**config.mk**
```make
export PLATFORM = sky130hd
export DESIGN_NAME = serial_bus_control
export DESIGN_NICKNAME = d
export VERILOG_FILES = /design/src/link_sampler.v /design/src/serial_bus_control.v
export VERILOG_INCLUDE_DIRS = /design/src /design/src/src
export SDC_FILE = /design/constraint.sdc
export NUM_CORES = 1
export LEC_CHECK = 0
export BUFFER_PORTS_ARGS = -buffer_cell sky130_fd_sc_hd__buf_2
export CORE_ASPECT_RATIO = 1.1
export CORE_MARGIN = 5
export CORE_UTILIZATION = 45
export DETAILED_ROUTE_END_ITERATION = 6
export PLACE_DENSITY = 0.67
export SYNTH_ARGS = -nofsm -noshare
export SYNTH_HDL_FRONTEND = slang
export SYNTH_SLANG_ARGS = --single-unit
export TNS_END_PERCENT = 30
```
**constraint.sdc**
```tcl
create_clock -name sys_clk -period 2.2 [get_ports sys_clk]
set_input_delay 0.22 -clock sys_clk [delete_from_list [all_inputs] [get_ports sys_clk]]
set_output_delay 0.22 -clock sys_clk [all_outputs]
set_load 0.02 [all_outputs]
```
**src/serial_bus_control_defines.vh**
```
// Constants for the serial bus control block: addresses, field positions, reset values and counts.
// Contract
// - A system reset clears every bit of the bus control register to 00h.
// - The processor may write the bus control register as a whole byte or one bit at a time without touching the other bits.
// - Writing 1 to the bus-free trigger forces the serial output latch to 1 to send a bus release.
// - The bus-free trigger returns to 0 by itself once the output latch has been set.
// - Writing 1 to the command trigger forces the serial output latch to 0 to send a command.
// - The command trigger returns to 0 by itself once the output latch has been cleared.
// - While the channel enable bit is 0, both trigger bits are held at 0.
// - The bus-free detected flag is set when the receive logic sees a bus release on the bus.
// - The bus-free detected flag is cleared when the address after a release does not match the own slave address, and while the channel is disabled.
// - The bus-free detected flag is read-only, so writes to its bit leave it unchanged.
// - The bus-free trigger and command trigger bits read back as 0.
// - The channel enable bit is bit 7 of the serial mode register, not a bit of the bus control register.
`ifndef SERIAL_BUS_CONTROL_DEFINES_VH
`define SERIAL_BUS_CONTROL_DEFINES_VH

`define SERIAL_MODE_ADDR 16'hff60
`define SERIAL_BUS_CONTROL_ADDR 16'hff61

`define SERIAL_MODE_RESET 8'h00
`define SERIAL_BUS_CONTROL_RESET 8'h00

`define MODE_CHANNEL_ENABLE_BIT 7
`define MODE_ADDR_MATCH_BIT 6

`define CTRL_BUS_FREE_TRIGGER_BIT 0
`define CTRL_COMMAND_TRIGGER_BIT 1
`define CTRL_BUS_FREE_DETECTED_BIT 2
`define CTRL_PLAIN_STORE_MASK 8'ha0

`define ADDR_BITS_LAST 3'h7

`endif

```
**src/link_sampler.v**
```verilog
// Two-stage synchroniser for the serial bus pins, with edge detection behind the second stage.
`timescale 1ns/1ps
`default_nettype none

module link_sampler #(
   parameter W = 2
) (
   input wire sys_clk,
   input wire rst_n,
   input wire [W-1:0] pin_in,
   output wire [W-1:0] level,
   output wire [W-1:0] rise,
   output wire [W-1:0] fall
);

   reg [W-1:0] meta_reg;
   reg [W-1:0] sync_reg;
   reg [W-1:0] last_reg;

   // Pins idle high on an open-drain bus, so reset to the idle level to avoid a false edge.
   always @(posedge sys_clk) begin
      if (!rst_n) begin
         meta_reg <= {W{1'b1}};
         sync_reg <= {W{1'b1}};
         last_reg <= {W{1'b1}};
      end else begin
         meta_reg <= pin_in;
         sync_reg <= meta_reg;
         last_reg <= sync_reg;
      end
   end

   assign level = sync_reg;
   assign rise = sync_reg & ~last_reg;
   assign fall = ~sync_reg & last_reg;

endmodule

`default_nettype wire

```
**src/serial_bus_control.v**
```verilog
// Serial bus control register with release and command triggers, serial output latch and release detection.
`timescale 1ns/1ps
`default_nettype none
`include "serial_bus_control_defines.vh"

module serial_bus_control (
   input wire sys_clk,
   input wire rst_n,
   input wire [15:0] cpu_addr,
   input wire cpu_wr_byte,
   input wire cpu_wr_bit,
   input wire [2:0] cpu_bit_sel,
   input wire cpu_bit_val,
   input wire [7:0] cpu_wdata,
   input wire cpu_rd,
   input wire [7:0] own_slave_address,
   input wire sclk_pin,
   input wire sdata_pin,
   input wire shift_load,
   input wire shift_bit,
   output reg [7:0] cpu_rdata,
   output reg so_latch,
   output reg channel_enable,
   output reg bus_free_detected,
   output reg address_match
);

   localparam ST_IDLE = 2'h0;
   localparam ST_WAIT_CMD = 2'h1;
   localparam ST_ADDR = 2'h2;

   wire [1:0] pin_level;
   wire [1:0] pin_rise;
   wire [1:0] pin_fall;
   wire sclk_high;
   wire sclk_rise;
   wire bus_free_seen;
   wire command_seen;

   reg [7:0] wr_mask;
   reg [7:0] wr_val;
   wire mode_sel;
   wire ctrl_sel;
   wire [7:0] mode_mask;
   wire [7:0] ctrl_mask;

   reg [5:0] mode_store_reg;
   reg [7:0] ctrl_store_reg;
   reg bus_free_trigger_reg;
   reg command_trigger_reg;
   reg [1:0] rx_state_reg;
   reg [1:0] rx_state_next;
   reg [2:0] bit_cnt_reg;
   reg [6:0] addr_shift_reg;
   wire [7:0] addr_word;
   wire addr_done;
   wire addr_mismatch;
   reg [7:0] read_value;

   link_sampler #(
      .W(2)
   ) u_link_sampler (
      .sys_clk(sys_clk),
      .rst_n(rst_n),
      .pin_in({sdata_pin, sclk_pin}),
      .level(pin_level),
      .rise(pin_rise),
      .fall(pin_fall)
   );

   assign sclk_high = pin_level[0];
   assign sclk_rise = pin_rise[0];
   // A data edge while the serial clock stays high marks a release (rising) or a command (falling).
   assign bus_free_seen = pin_rise[1] & sclk_high & ~pin_rise[0] & ~pin_fall[0];
   assign command_seen = pin_fall[1] & sclk_high & ~pin_rise[0] & ~pin_fall[0];

   // A byte write touches all bits, a bit write only the selected one.
   always @* begin
      if (cpu_wr_byte) begin
         wr_mask = 8'hff;
         wr_val = cpu_wdata;
      end else if (cpu_wr_bit) begin
         wr_mask = 8'h01 << cpu_bit_sel;
         wr_val = {8{cpu_bit_val}};
      end else begin
         wr_mask = 8'h00;
         wr_val = 8'h00;
      end
   end

   assign mode_sel = (cpu_addr == `SERIAL_MODE_ADDR);
   assign ctrl_sel = (cpu_addr == `SERIAL_BUS_CONTROL_ADDR);
   assign mode_mask = mode_sel ? wr_mask : 8'h00;
   assign ctrl_mask = ctrl_sel ? wr_mask : 8'h00;

   // Mode register: bit 7 enables the channel, bit 6 is the read-only match flag, the rest are plain storage.
   always @(posedge sys_clk) begin
      if (!rst_n) begin
         channel_enable <= 1'b0;
         mode_store_reg <= 6'h00;
      end else begin
         if (mode_mask[`MODE_CHANNEL_ENABLE_BIT]) begin
            channel_enable <= wr_val[`MODE_CHANNEL_ENABLE_BIT];
         end
         mode_store_reg <= (mode_store_reg & ~mode_mask[5:0]) | (wr_val[5:0] & mode_mask[5:0]);
      end
   end

   // Only bits 7 and 5 of the control register are kept as plain storage here.
   always @(posedge sys_clk) begin
      if (!rst_n) begin
         ctrl_store_reg <= `SERIAL_BUS_CONTROL_RESET;
      end else begin
         ctrl_store_reg <= ((ctrl_store_reg & ~ctrl_mask) | (wr_val & ctrl_mask)) & `CTRL_PLAIN_STORE_MASK;
      end
   end

   // Triggers live one cycle: set by the write, cleared at the edge that moves the output latch.
   always @(posedge sys_clk) begin
      if (!rst_n) begin
         bus_free_trigger_reg <= 1'b0;
         command_trigger_reg <= 1'b0;
      end else if (!channel_enable) begin
         bus_free_trigger_reg <= 1'b0;
         command_trigger_reg <= 1'b0;
      end else begin
         if (ctrl_mask[`CTRL_BUS_FREE_TRIGGER_BIT] && wr_val[`CTRL_BUS_FREE_TRIGGER_BIT]) begin
            bus_free_trigger_reg <= 1'b1;
         end else begin
            bus_free_trigger_reg <= 1'b0;
         end
         if (ctrl_mask[`CTRL_COMMAND_TRIGGER_BIT] && wr_val[`CTRL_COMMAND_TRIGGER_BIT]) begin
            command_trigger_reg <= 1'b1;
         end else begin
            command_trigger_reg <= 1'b0;
         end
      end
   end

   // Serial output latch: the triggers override the shift logic; a release wins if both are pending.
   always @(posedge sys_clk) begin
      if (!rst_n) begin
         so_latch <= 1'b1;
      end else if (bus_free_trigger_reg) begin
         so_latch <= 1'b1;
      end else if (command_trigger_reg) begin
         so_latch <= 1'b0;
      end else if (shift_load) begin
         so_latch <= shift_bit;
      end
   end

   // Receive tracker: after a release, wait for a command, then gather the eight address bits.
   assign addr_word = {addr_shift_reg, pin_level[1]};
   assign addr_done = (rx_state_reg == ST_ADDR) && sclk_rise && (bit_cnt_reg == `ADDR_BITS_LAST);
   assign addr_mismatch = addr_done && (addr_word != own_slave_address);

   always @* begin
      rx_state_next = rx_state_reg;
      case (rx_state_reg)
         ST_IDLE: begin
            if (bus_free_seen) begin
               rx_state_next = ST_WAIT_CMD;
            end
         end
         ST_WAIT_CMD: begin
            if (command_seen) begin
               rx_state_next = ST_ADDR;
            end
         end
         ST_ADDR: begin
            if (bus_free_seen) begin
               rx_state_next = ST_WAIT_CMD;
            end else if (addr_done) begin
               rx_state_next = ST_IDLE;
            end
         end
         default: begin
            rx_state_next = ST_IDLE;
         end
      endcase
   end

   always @(posedge sys_clk) begin
      if (!rst_n || !channel_enable) begin
         rx_state_reg <= ST_IDLE;
         bit_cnt_reg <= 3'h0;
         addr_shift_reg <= 7'h00;
      end else begin
         rx_state_reg <= rx_state_next;
         if (rx_state_reg != ST_ADDR || bus_free_seen) begin
            bit_cnt_reg <= 3'h0;
         end else if (sclk_rise) begin
            bit_cnt_reg <= bit_cnt_reg + 3'h1;
            addr_shift_reg <= addr_word[6:0];
         end
      end
   end

   // Detected flag: a new release wins over a mismatch clear in the same cycle; disable clears it.
   always @(posedge sys_clk) begin
      if (!rst_n) begin
         bus_free_detected <= 1'b0;
      end else if (!channel_enable) begin
         bus_free_detected <= 1'b0;
      end else if (bus_free_seen) begin
         bus_free_detected <= 1'b1;
      end else if (addr_mismatch) begin
         bus_free_detected <= 1'b0;
      end
   end

   always @(posedge sys_clk) begin
      if (!rst_n || !channel_enable) begin
         address_match <= 1'b0;
      end else if (bus_free_seen) begin
         address_match <= 1'b0;
      end else if (addr_done) begin
         address_match <= (addr_word == own_slave_address);
      end
   end

   // Read data is registered; trigger bits always read as 0 and unmapped addresses read as 00h.
   always @* begin
      read_value = 8'h00;
      if (mode_sel) begin
         read_value = {channel_enable, address_match, mode_store_reg};
      end else if (ctrl_sel) begin
         read_value = ctrl_store_reg;
         read_value[`CTRL_BUS_FREE_DETECTED_BIT] = bus_free_detected;
         read_value[`CTRL_BUS_FREE_TRIGGER_BIT] = 1'b0;
         read_value[`CTRL_COMMAND_TRIGGER_BIT] = 1'b0;
      end
   end

   always @(posedge sys_clk) begin
      if (!rst_n) begin
         cpu_rdata <= 8'h00;
      end else if (cpu_rd) begin
         cpu_rdata <= read_value;
      end
   end

endmodule

`default_nettype wire

```
==> results.py, run 1 <==
metrics = {
    "clocking": {
        "cts_resized": 0,
        "clock-sinks": 40,
        "cts-root-buf": "clkbuf_8",
        "tritoncts": "done",
        "holdBufCountCts": 0,
        "clk_pin_slew_worst_paths_ns": 0.08,
        "htreeDepth": 2,
        "cts_setup_buffers": 0,
        "insertion_delay_ns": 0.30,
        "cts_made_buffers": 5,
        "cts.path.max_buffers": 2,
    },
    "synth": {
        "synth_cell_type_count": 32,
        "ys_warn_count": 0,
        "ys_ff_latch": 40,
        "synth-async-reset-ratio": 0,
        "synth_edf_count": 0,
        "synthesis.nets": 254,
        "netlist_area_mm2": 0.00188,
        "ys.flop_type": "dfxtp_1",
        "syn_area_per_cell_um2": 9.08,
        "netlist_instances": 207,
        "yosysSeqAreaShare": 0.426,
    },
    "cells_and_area": {
        "syn_to_final_growth_pct": 24.3,
        "stdcell_count": 317,
        "nets": 311,
        "fillers": 395,
        "drive_gt1_frac": 0.275,
        "antennaDiodeCount": 0,
    },
    "worst_hold_path": {
        "hold_class": "in2reg",
        "hp-start": "sdata_pin",
        "min_to": "u_link_sampler.meta_reg[1]",
        "whs_path_depth": 2,
    },
    "floorplan": {
        "core_area_mm2": 0.00399,
        "dieWidth_um": 71.6,
        "rows": 24,
        "start_util": 0.471,
        "die_area_mm2": 0.00557,
        "die_h_um": 77.8,
        "pin_count": 57,
    },
    "timing": {
        "timing.final.crit_period_ns": 1.57,
        "rsz0062_at_grt": "no",
        "setup_viol": 0,
        "hold_viol_final": 0,
        "finalMaxSlewViolations": 0,
        "slew_headroom": 0.645,
        "skew_ns": 0.00867,
        "fin_hold_ws_ns": 0.103,
        "fin_crit_sh": 0.712,
        "worstMarginPinSlew_ns": 0.529,
        "fin_tns_setup_ns": 0,
        "fmax_mhz": 638,
    },
    "worst_setup_path": {
        "critical_path.slowest_cell": "or4_4",
        "ff2ff_path_depth": 5,
        "criticalPathCategory": "in2reg",
        "required_ns": 2.42,
        "crit_path_start_kind": "input port",
        "critPathMaxStageDelay_ns": 0.57,
        "cp-end-kind": "flop",
        "reg2reg_slack_ns": 0.79,
        "crit_chain": "buf_2, or4_4, nor4_4, and2b_1, mux2i_1",
        "r2r_end": "bus_free_detected",
        "cp_max_fo": 9,
        "worstPathArrival_ns": 1.79,
        "reg2reg_from": "u_link_sampler.level[0]",
    },
    "power_and_ir_drop": {
        "seqPwrFrac": 0.497,
        "p_int_w": 0.00116,
        "ir_drop_uv": 508,
        "power_density_mw_per_mm2": 631,
        "p_switching_w": 0.000317,
        "p_sw_frac": 0.215,
        "pwr-share-comb": 0.078,
        "cellLeakagePower_nw": 1.04,
        "clkPwrFrac": 0.424,
    },
    "routing": {
        "wl_met3_um": 313,
        "drt-vias-per-instance": 5.13,
        "ant_nets": 0,
        "drt_iter0_drc": 114,
        "via_count": 1626,
        "drt-total-wl_mm": 3.90,
        "routedWlPerCell_um": 12.3,
        "wl_met2_mm": 1.70,
        "drt-met1-wl_mm": 1.81,
        "first_pass_iters": 4,
        "drc": 0,
        "routed.top_layer": "met4",
    },
    "run_status": {
        "status": "finished, final reports clean",
    },
    "grt": {
        "antenna_found_initial": 0,
        "grt_util_all_layers": 0.149,
        "grt_max_degree": 18,
        "grt_pass1_vias": 1575,
        "grt_overflow": 0,
        "grt_pass1_wl_mm": 6.73,
    },
    "placed_design": {
        "dp_cells": 309,
        "gp_congestion": 0.781,
        "dp_hpwl_mm": 3.04,
        "place.port_buffers": 55,
    },
    "flow_run": {
        "drv_cap": 0,
    },
}
## logic make-up after synthesis
logic type / count (synthesis) / share of synthesized area
flip-flops: 40 / 0.426
adder cells (fa/ha/maj): 2 / 0.0133
buffers and inverters: 7 / 0.0140
XOR/XNOR: 9 / 0.0419
AND/OR/NAND/NOR: 104 / 0.314
AO/OA/AOI/OAI: 28 / 0.0999
multiplexers: 17 / 0.0905
## placed cells by master (no fill, tap or decap), types with 2 or more instances in the layout
cell type,n
nor2b_1,7
buf_4,2
o21ai_0,5
nand4_1,4
a31o_2,3
nor4_4,3
ha_1,2
a21oi_1,7
a41o_1,3
nor3_1,2
nand3_1,7
dfxtp_1,40
mux2i_1,17
nand2b_1,11
a21boi_0,5
a22oi_1,3
clkbuf_8,6
xor2_1,8
nand2_1,39
and2b_1,2
nor4_1,3
nand4b_1,3
nor2_1,13
buf_2,55
nor3b_1,4
## cell type report
cell class                 count  area [um2]  area share
clock buffer                   6        82.6      0.0354
clock inverter                 2        38.8      0.0166
timing repair buffer          57         290       0.124
tap                           52        65.1      0.0279
sequential                    40         801       0.343
multi-input combinational    160        1060       0.453
## cell usage after synthesis, types with 4 or more instances
master    number  share of area
dfxtp_1       40           0.43
nand2_1       39          0.078
mux2i_1       17          0.091
nor2_1        13          0.026
nand2b_1      11          0.037
xor2_1         8          0.037
a21oi_1        7          0.019
clkbuf_1       7          0.014
nand3_1        7          0.019
nor2b_1        7          0.023
a21boi_0       5          0.020
o21ai_0        5          0.013
nand4_1        4          0.013
nor3b_1        4          0.016
## metrics by stage
stage,utilization,cell area [um2],setup WS [ns],power (W)
after floorplan,-,1880,0.575,0.000809
after global placement,0.555,2210,0.333,0.000864
after detailed placement,0.555,2210,0.307,0.000866
after CTS,0.585,2340,0.619,0.00149
after global routing,0.585,2340,0.528,0.00153
final,0.585,2340,0.633,0.00147
## power groups by stage
stage               Sequential [W]  Combinational (W)  Clock, W
floorplan                 0.000750          0.0000587         0
global placement          0.000750           0.000115         0
detailed placement        0.000750           0.000116         0
CTS                       0.000733           0.000117  0.000640
global route              0.000734           0.000129  0.000669
finish                    0.000733           0.000116  0.000625
## layer usage
metal,vias up,GRT usage
met3,6,0.0452
met2,49,0.233
met1,730,0.186
met4,0,0.0677
li1,841,-
met5,-,0
## how the worst max path moves through the flow
| stage | to | slack (ns) | cells past startpoint | from |
|---|---|---|---|---|
| 2_1_floorplan | flop | 0.58 | 4 | cpu_addr[2] |
| 3_3_place_gp | flop | 0.33 | 5 | cpu_addr[2] |
| 3_5_place_dp | flop | 0.31 | 5 | cpu_addr[2] |
| 4_1_cts | flop | 0.62 | 5 | cpu_addr[2] |
| 5_1_grt | flop | 0.53 | 5 | cpu_addr[2] |
| 6_report | flop | 0.63 | 5 | cpu_addr[2] |
## critical path: cells and delay by family
family,cells,cell delay (ns)
multiplexers,1,0.17
AND/OR/NAND/NOR,3,1.30
buffers and inverters,1,0.10
Note: power is estimated with default switching activity, not from simulation.
==> run 2, diff against run 1 <==
--- a/config.mk
+++ b/config.mk
@@ -6,12 +6,13 @@
 export SDC_FILE = /design/constraint.sdc
 export NUM_CORES = 1
 export LEC_CHECK = 0
+export ABC_AREA = 1
 export BUFFER_PORTS_ARGS = -buffer_cell sky130_fd_sc_hd__buf_2
 export CORE_ASPECT_RATIO = 1.1
 export CORE_MARGIN = 5
 export CORE_UTILIZATION = 45
 export DETAILED_ROUTE_END_ITERATION = 6
-export PLACE_DENSITY = 0.67
+export PLACE_DENSITY = 0.69
 export SYNTH_ARGS = -nofsm -noshare
 export SYNTH_HDL_FRONTEND = slang
 export SYNTH_SLANG_ARGS = --single-unit
==> constraint.sdc (replaced) <==
create_clock -name sys_clk -period 1.32 [get_ports sys_clk]
set_input_delay 0.132 -clock sys_clk [delete_from_list [all_inputs] [get_ports sys_clk]]
set_output_delay 0.132 -clock sys_clk [all_outputs]
set_load 0.02 [all_outputs]
==> results.py, run 2 <==
metrics = {
    "run_status": {
        "status": "finished, final reports clean",
    },
    "timing": {
        "hold_viol_final": 0,
        "finalMaxSlewViolations": 0,
        "rsz0062_at_grt": "no",
        "timing.final.crit_period_ns": 1.15,
        "worstMarginPinSlew_ns": 0.367,
        "fin_tns_setup_ns": 0,
        "slew_headroom": 0.754,
        "fin_crit_sh": 0.870,
        "fin_ws_ns": 0.171,
        "fmax_mhz": 871,
        "setup_viol": 0,
        "skew_ns": 0.0109,
    },
    "routing": {
        "drc": 0,
        "drt-vias-per-instance": 4.85,
        "drt-total-wl_mm": 4.40,
        "drt_iter0_drc": 102,
        "routedWlPerCell_um": 11.3,
        "ant_nets": 0,
        "first_pass_iters": 4,
        "via_count": 1893,
    },
    "worst_setup_path": {
        "ff2ff_path_depth": 4,
        "criticalPathCategory": "reg2reg",
        "worstPathArrival_ns": 1.38,
        "cp_max_fo": 13,
        "reg2reg_slack_ns": 0.17,
        "reg2reg_from": "channel_enable",
        "crit_start": "channel_enable",
        "cp-end-kind": "flop",
        "crit_path_start_kind": "flop",
        "r2r_end": "bit_cnt_reg[2]",
        "required_ns": 1.55,
    },
    "clocking": {
        "cts.path.max_buffers": 2,
        "cts_made_buffers": 5,
        "insertion_delay_ns": 0.31,
        "cts_setup_buffers": 0,
        "cts_resized": 0,
        "cts-root-buf": "clkbuf_8",
        "holdBufCountCts": 0,
        "clk_pin_slew_worst_paths_ns": 0.09,
        "htreeDepth": 2,
        "clock-sinks": 40,
        "tritoncts": "done",
    },
    "cells_and_area": {
        "layout_commonest_cell": "nand2_1",
        "nets": 382,
        "antennaDiodeCount": 0,
        "fillers": 419,
        "drive_gt1_frac": 0.304,
        "syn_to_final_growth_pct": 22.8,
        "postLayoutCellArea_mm2": 0.00253,
        "final_cell_mix": "nand2_1, buf_2, dfxtp_1",
    },
    "synth": {
        "netlist_instances": 274,
        "synth-async-reset-ratio": 0,
        "synth_cell_type_count": 37,
        "yosysSeqAreaShare": 0.389,
        "synthTopCellsByCount": "nand2_1, dfxtp_1, inv_1",
        "netlist_area_mm2": 0.00206,
        "ys_warn_count": 0,
        "netlist_top_cells_area": "dfxtp_1, nand2_1, inv_1, nor2_1, a21oi_1",
        "synthesis.nets": 321,
        "synth_edf_count": 0,
        "yosys.cell_count.top_type": "nand2_1",
        "ys_ff_latch": 40,
        "ys.flop_type": "dfxtp_1",
        "syn_area_per_cell_um2": 7.52,
        "synth_top_area_cell": "dfxtp_1",
        "synth_top_area_share": 0.389,
    },
    "placed_design": {
        "dpl_cell_area_mm2": 0.00241,
        "place.port_buffers": 55,
        "dp_hpwl_mm": 3.36,
        "preCtsSetupSlack_ns": 0.119,
        "gp_congestion": 0.782,
    },
    "power_and_ir_drop": {
        "p_int_w": 0.00191,
        "p_sw_frac": 0.252,
        "pwr-share-comb": 0.103,
        "ir_drop_uv": 743,
        "p_switching_w": 0.000643,
        "clkPwrFrac": 0.412,
        "seqPwrFrac": 0.485,
        "cellLeakagePower_nw": 1.18,
        "power_density_mw_per_mm2": 1010,
    },
    "grt": {
        "grt_pass1_vias": 1691,
        "grt_overflow": 0,
        "grt_pass1_wl_mm": 7.25,
        "antenna_found_initial": 0,
        "grt_max_degree": 17,
        "grt_util_all_layers": 0.159,
    },
    "floorplan": {
        "core_area_mm2": 0.00438,
        "pin_count": 57,
        "die_h_um": 81.0,
        "dieWidth_um": 74.5,
        "die_area_mm2": 0.00603,
        "start_util": 0.470,
        "rows": 25,
    },
    "flow_run": {
        "drv_cap": 0,
    },
    "worst_hold_path": {
        "whs_path_depth": 2,
        "min_to": "u_link_sampler.meta_reg[0]",
        "hold_class": "in2reg",
        "hp-start": "sclk_pin",
    },
}
-- run 2: final cells by class --
cell class / instances / area (um2) / share of cell area
Multi-Input combinational cell: 198 / 1100 / 0.435
Sequential cell: 40 / 801 / 0.317
Timing Repair Buffer: 61 / 320 / 0.127
Inverter: 29 / 124 / 0.0490
Clock buffer: 5 / 68.8 / 0.0272
Tap cell: 54 / 67.6 / 0.0267
Clock inverter: 3 / 46.3 / 0.0183
-- run 2: through the flow --
| stage | instances | power, W | hold slack, ns | utilization |
|---|---|---|---|---|
| 6_report | 390 | 0.00255 | 0.0145 | 0.577 |
| 2_1_floorplan | 274 | 0.00141 | 0.239 | - |
| 3_3_place_gp | 382 | 0.00152 | 0.317 | 0.549 |
| 4_1_cts | 390 | 0.00256 | 0.0110 | 0.576 |
| 5_1_grt | 390 | 0.00267 | 0.000951 | 0.577 |
| 3_5_place_dp | 382 | 0.00153 | 0.322 | 0.549 |
-- run 2: kinds of logic (layout without fill, tap and decap cells) --
kind of cell,Yosys count,after routing,share of synthesized area
simple gates,145,145,0.366
compound gates,47,47,0.135
flops,40,40,0.389
buf+inv,36,98,0.0802
xor+xnor,4,4,0.0170
fa+ha+maj,2,2,0.0121
-- run 2: layer usage --
metal / up-vias / track usage / part of all wire
met5: - / 0 / 0
met4: 0 / 0.0730 / 0.021
met3: 9 / 0.0495 / 0.060
met2: 40 / 0.246 / 0.45
met1: 838 / 0.199 / 0.47
li1: 1006 / - / -
-- run 2: worst max path at each step --
stage / endpoint / cells past startpoint / slack [ns]
after floorplan: addr_shift_reg[0] / 5 / 0.23
after global placement: bit_cnt_reg[1] / 5 / 0.15
after detailed placement: bit_cnt_reg[2] / 5 / 0.12
after CTS: bit_cnt_reg[2] / 5 / 0.09
after global routing: bit_cnt_reg[1] / 4 / 0.02
final: bit_cnt_reg[2] / 4 / 0.17
-- run 2: power by group through the flow --
stage | logic [W] | registers, W | clock network, W
floorplan | 0.000126 | 0.00128 | 0
global placement | 0.000258 | 0.00126 | 0
finish | 0.000262 | 0.00124 | 0.00105
CTS | 0.000264 | 0.00124 | 0.00106
global route | 0.000290 | 0.00124 | 0.00114
detailed placement | 0.000262 | 0.00126 | 0
-- run 2: worst max-delay path: stages, from the launching register on --
cell and delay [ns]:
dfxtp_1 0.40, nand2_1 0.09, inv_1 0.29, nand2_1 0.17, a21oi_1 0.13
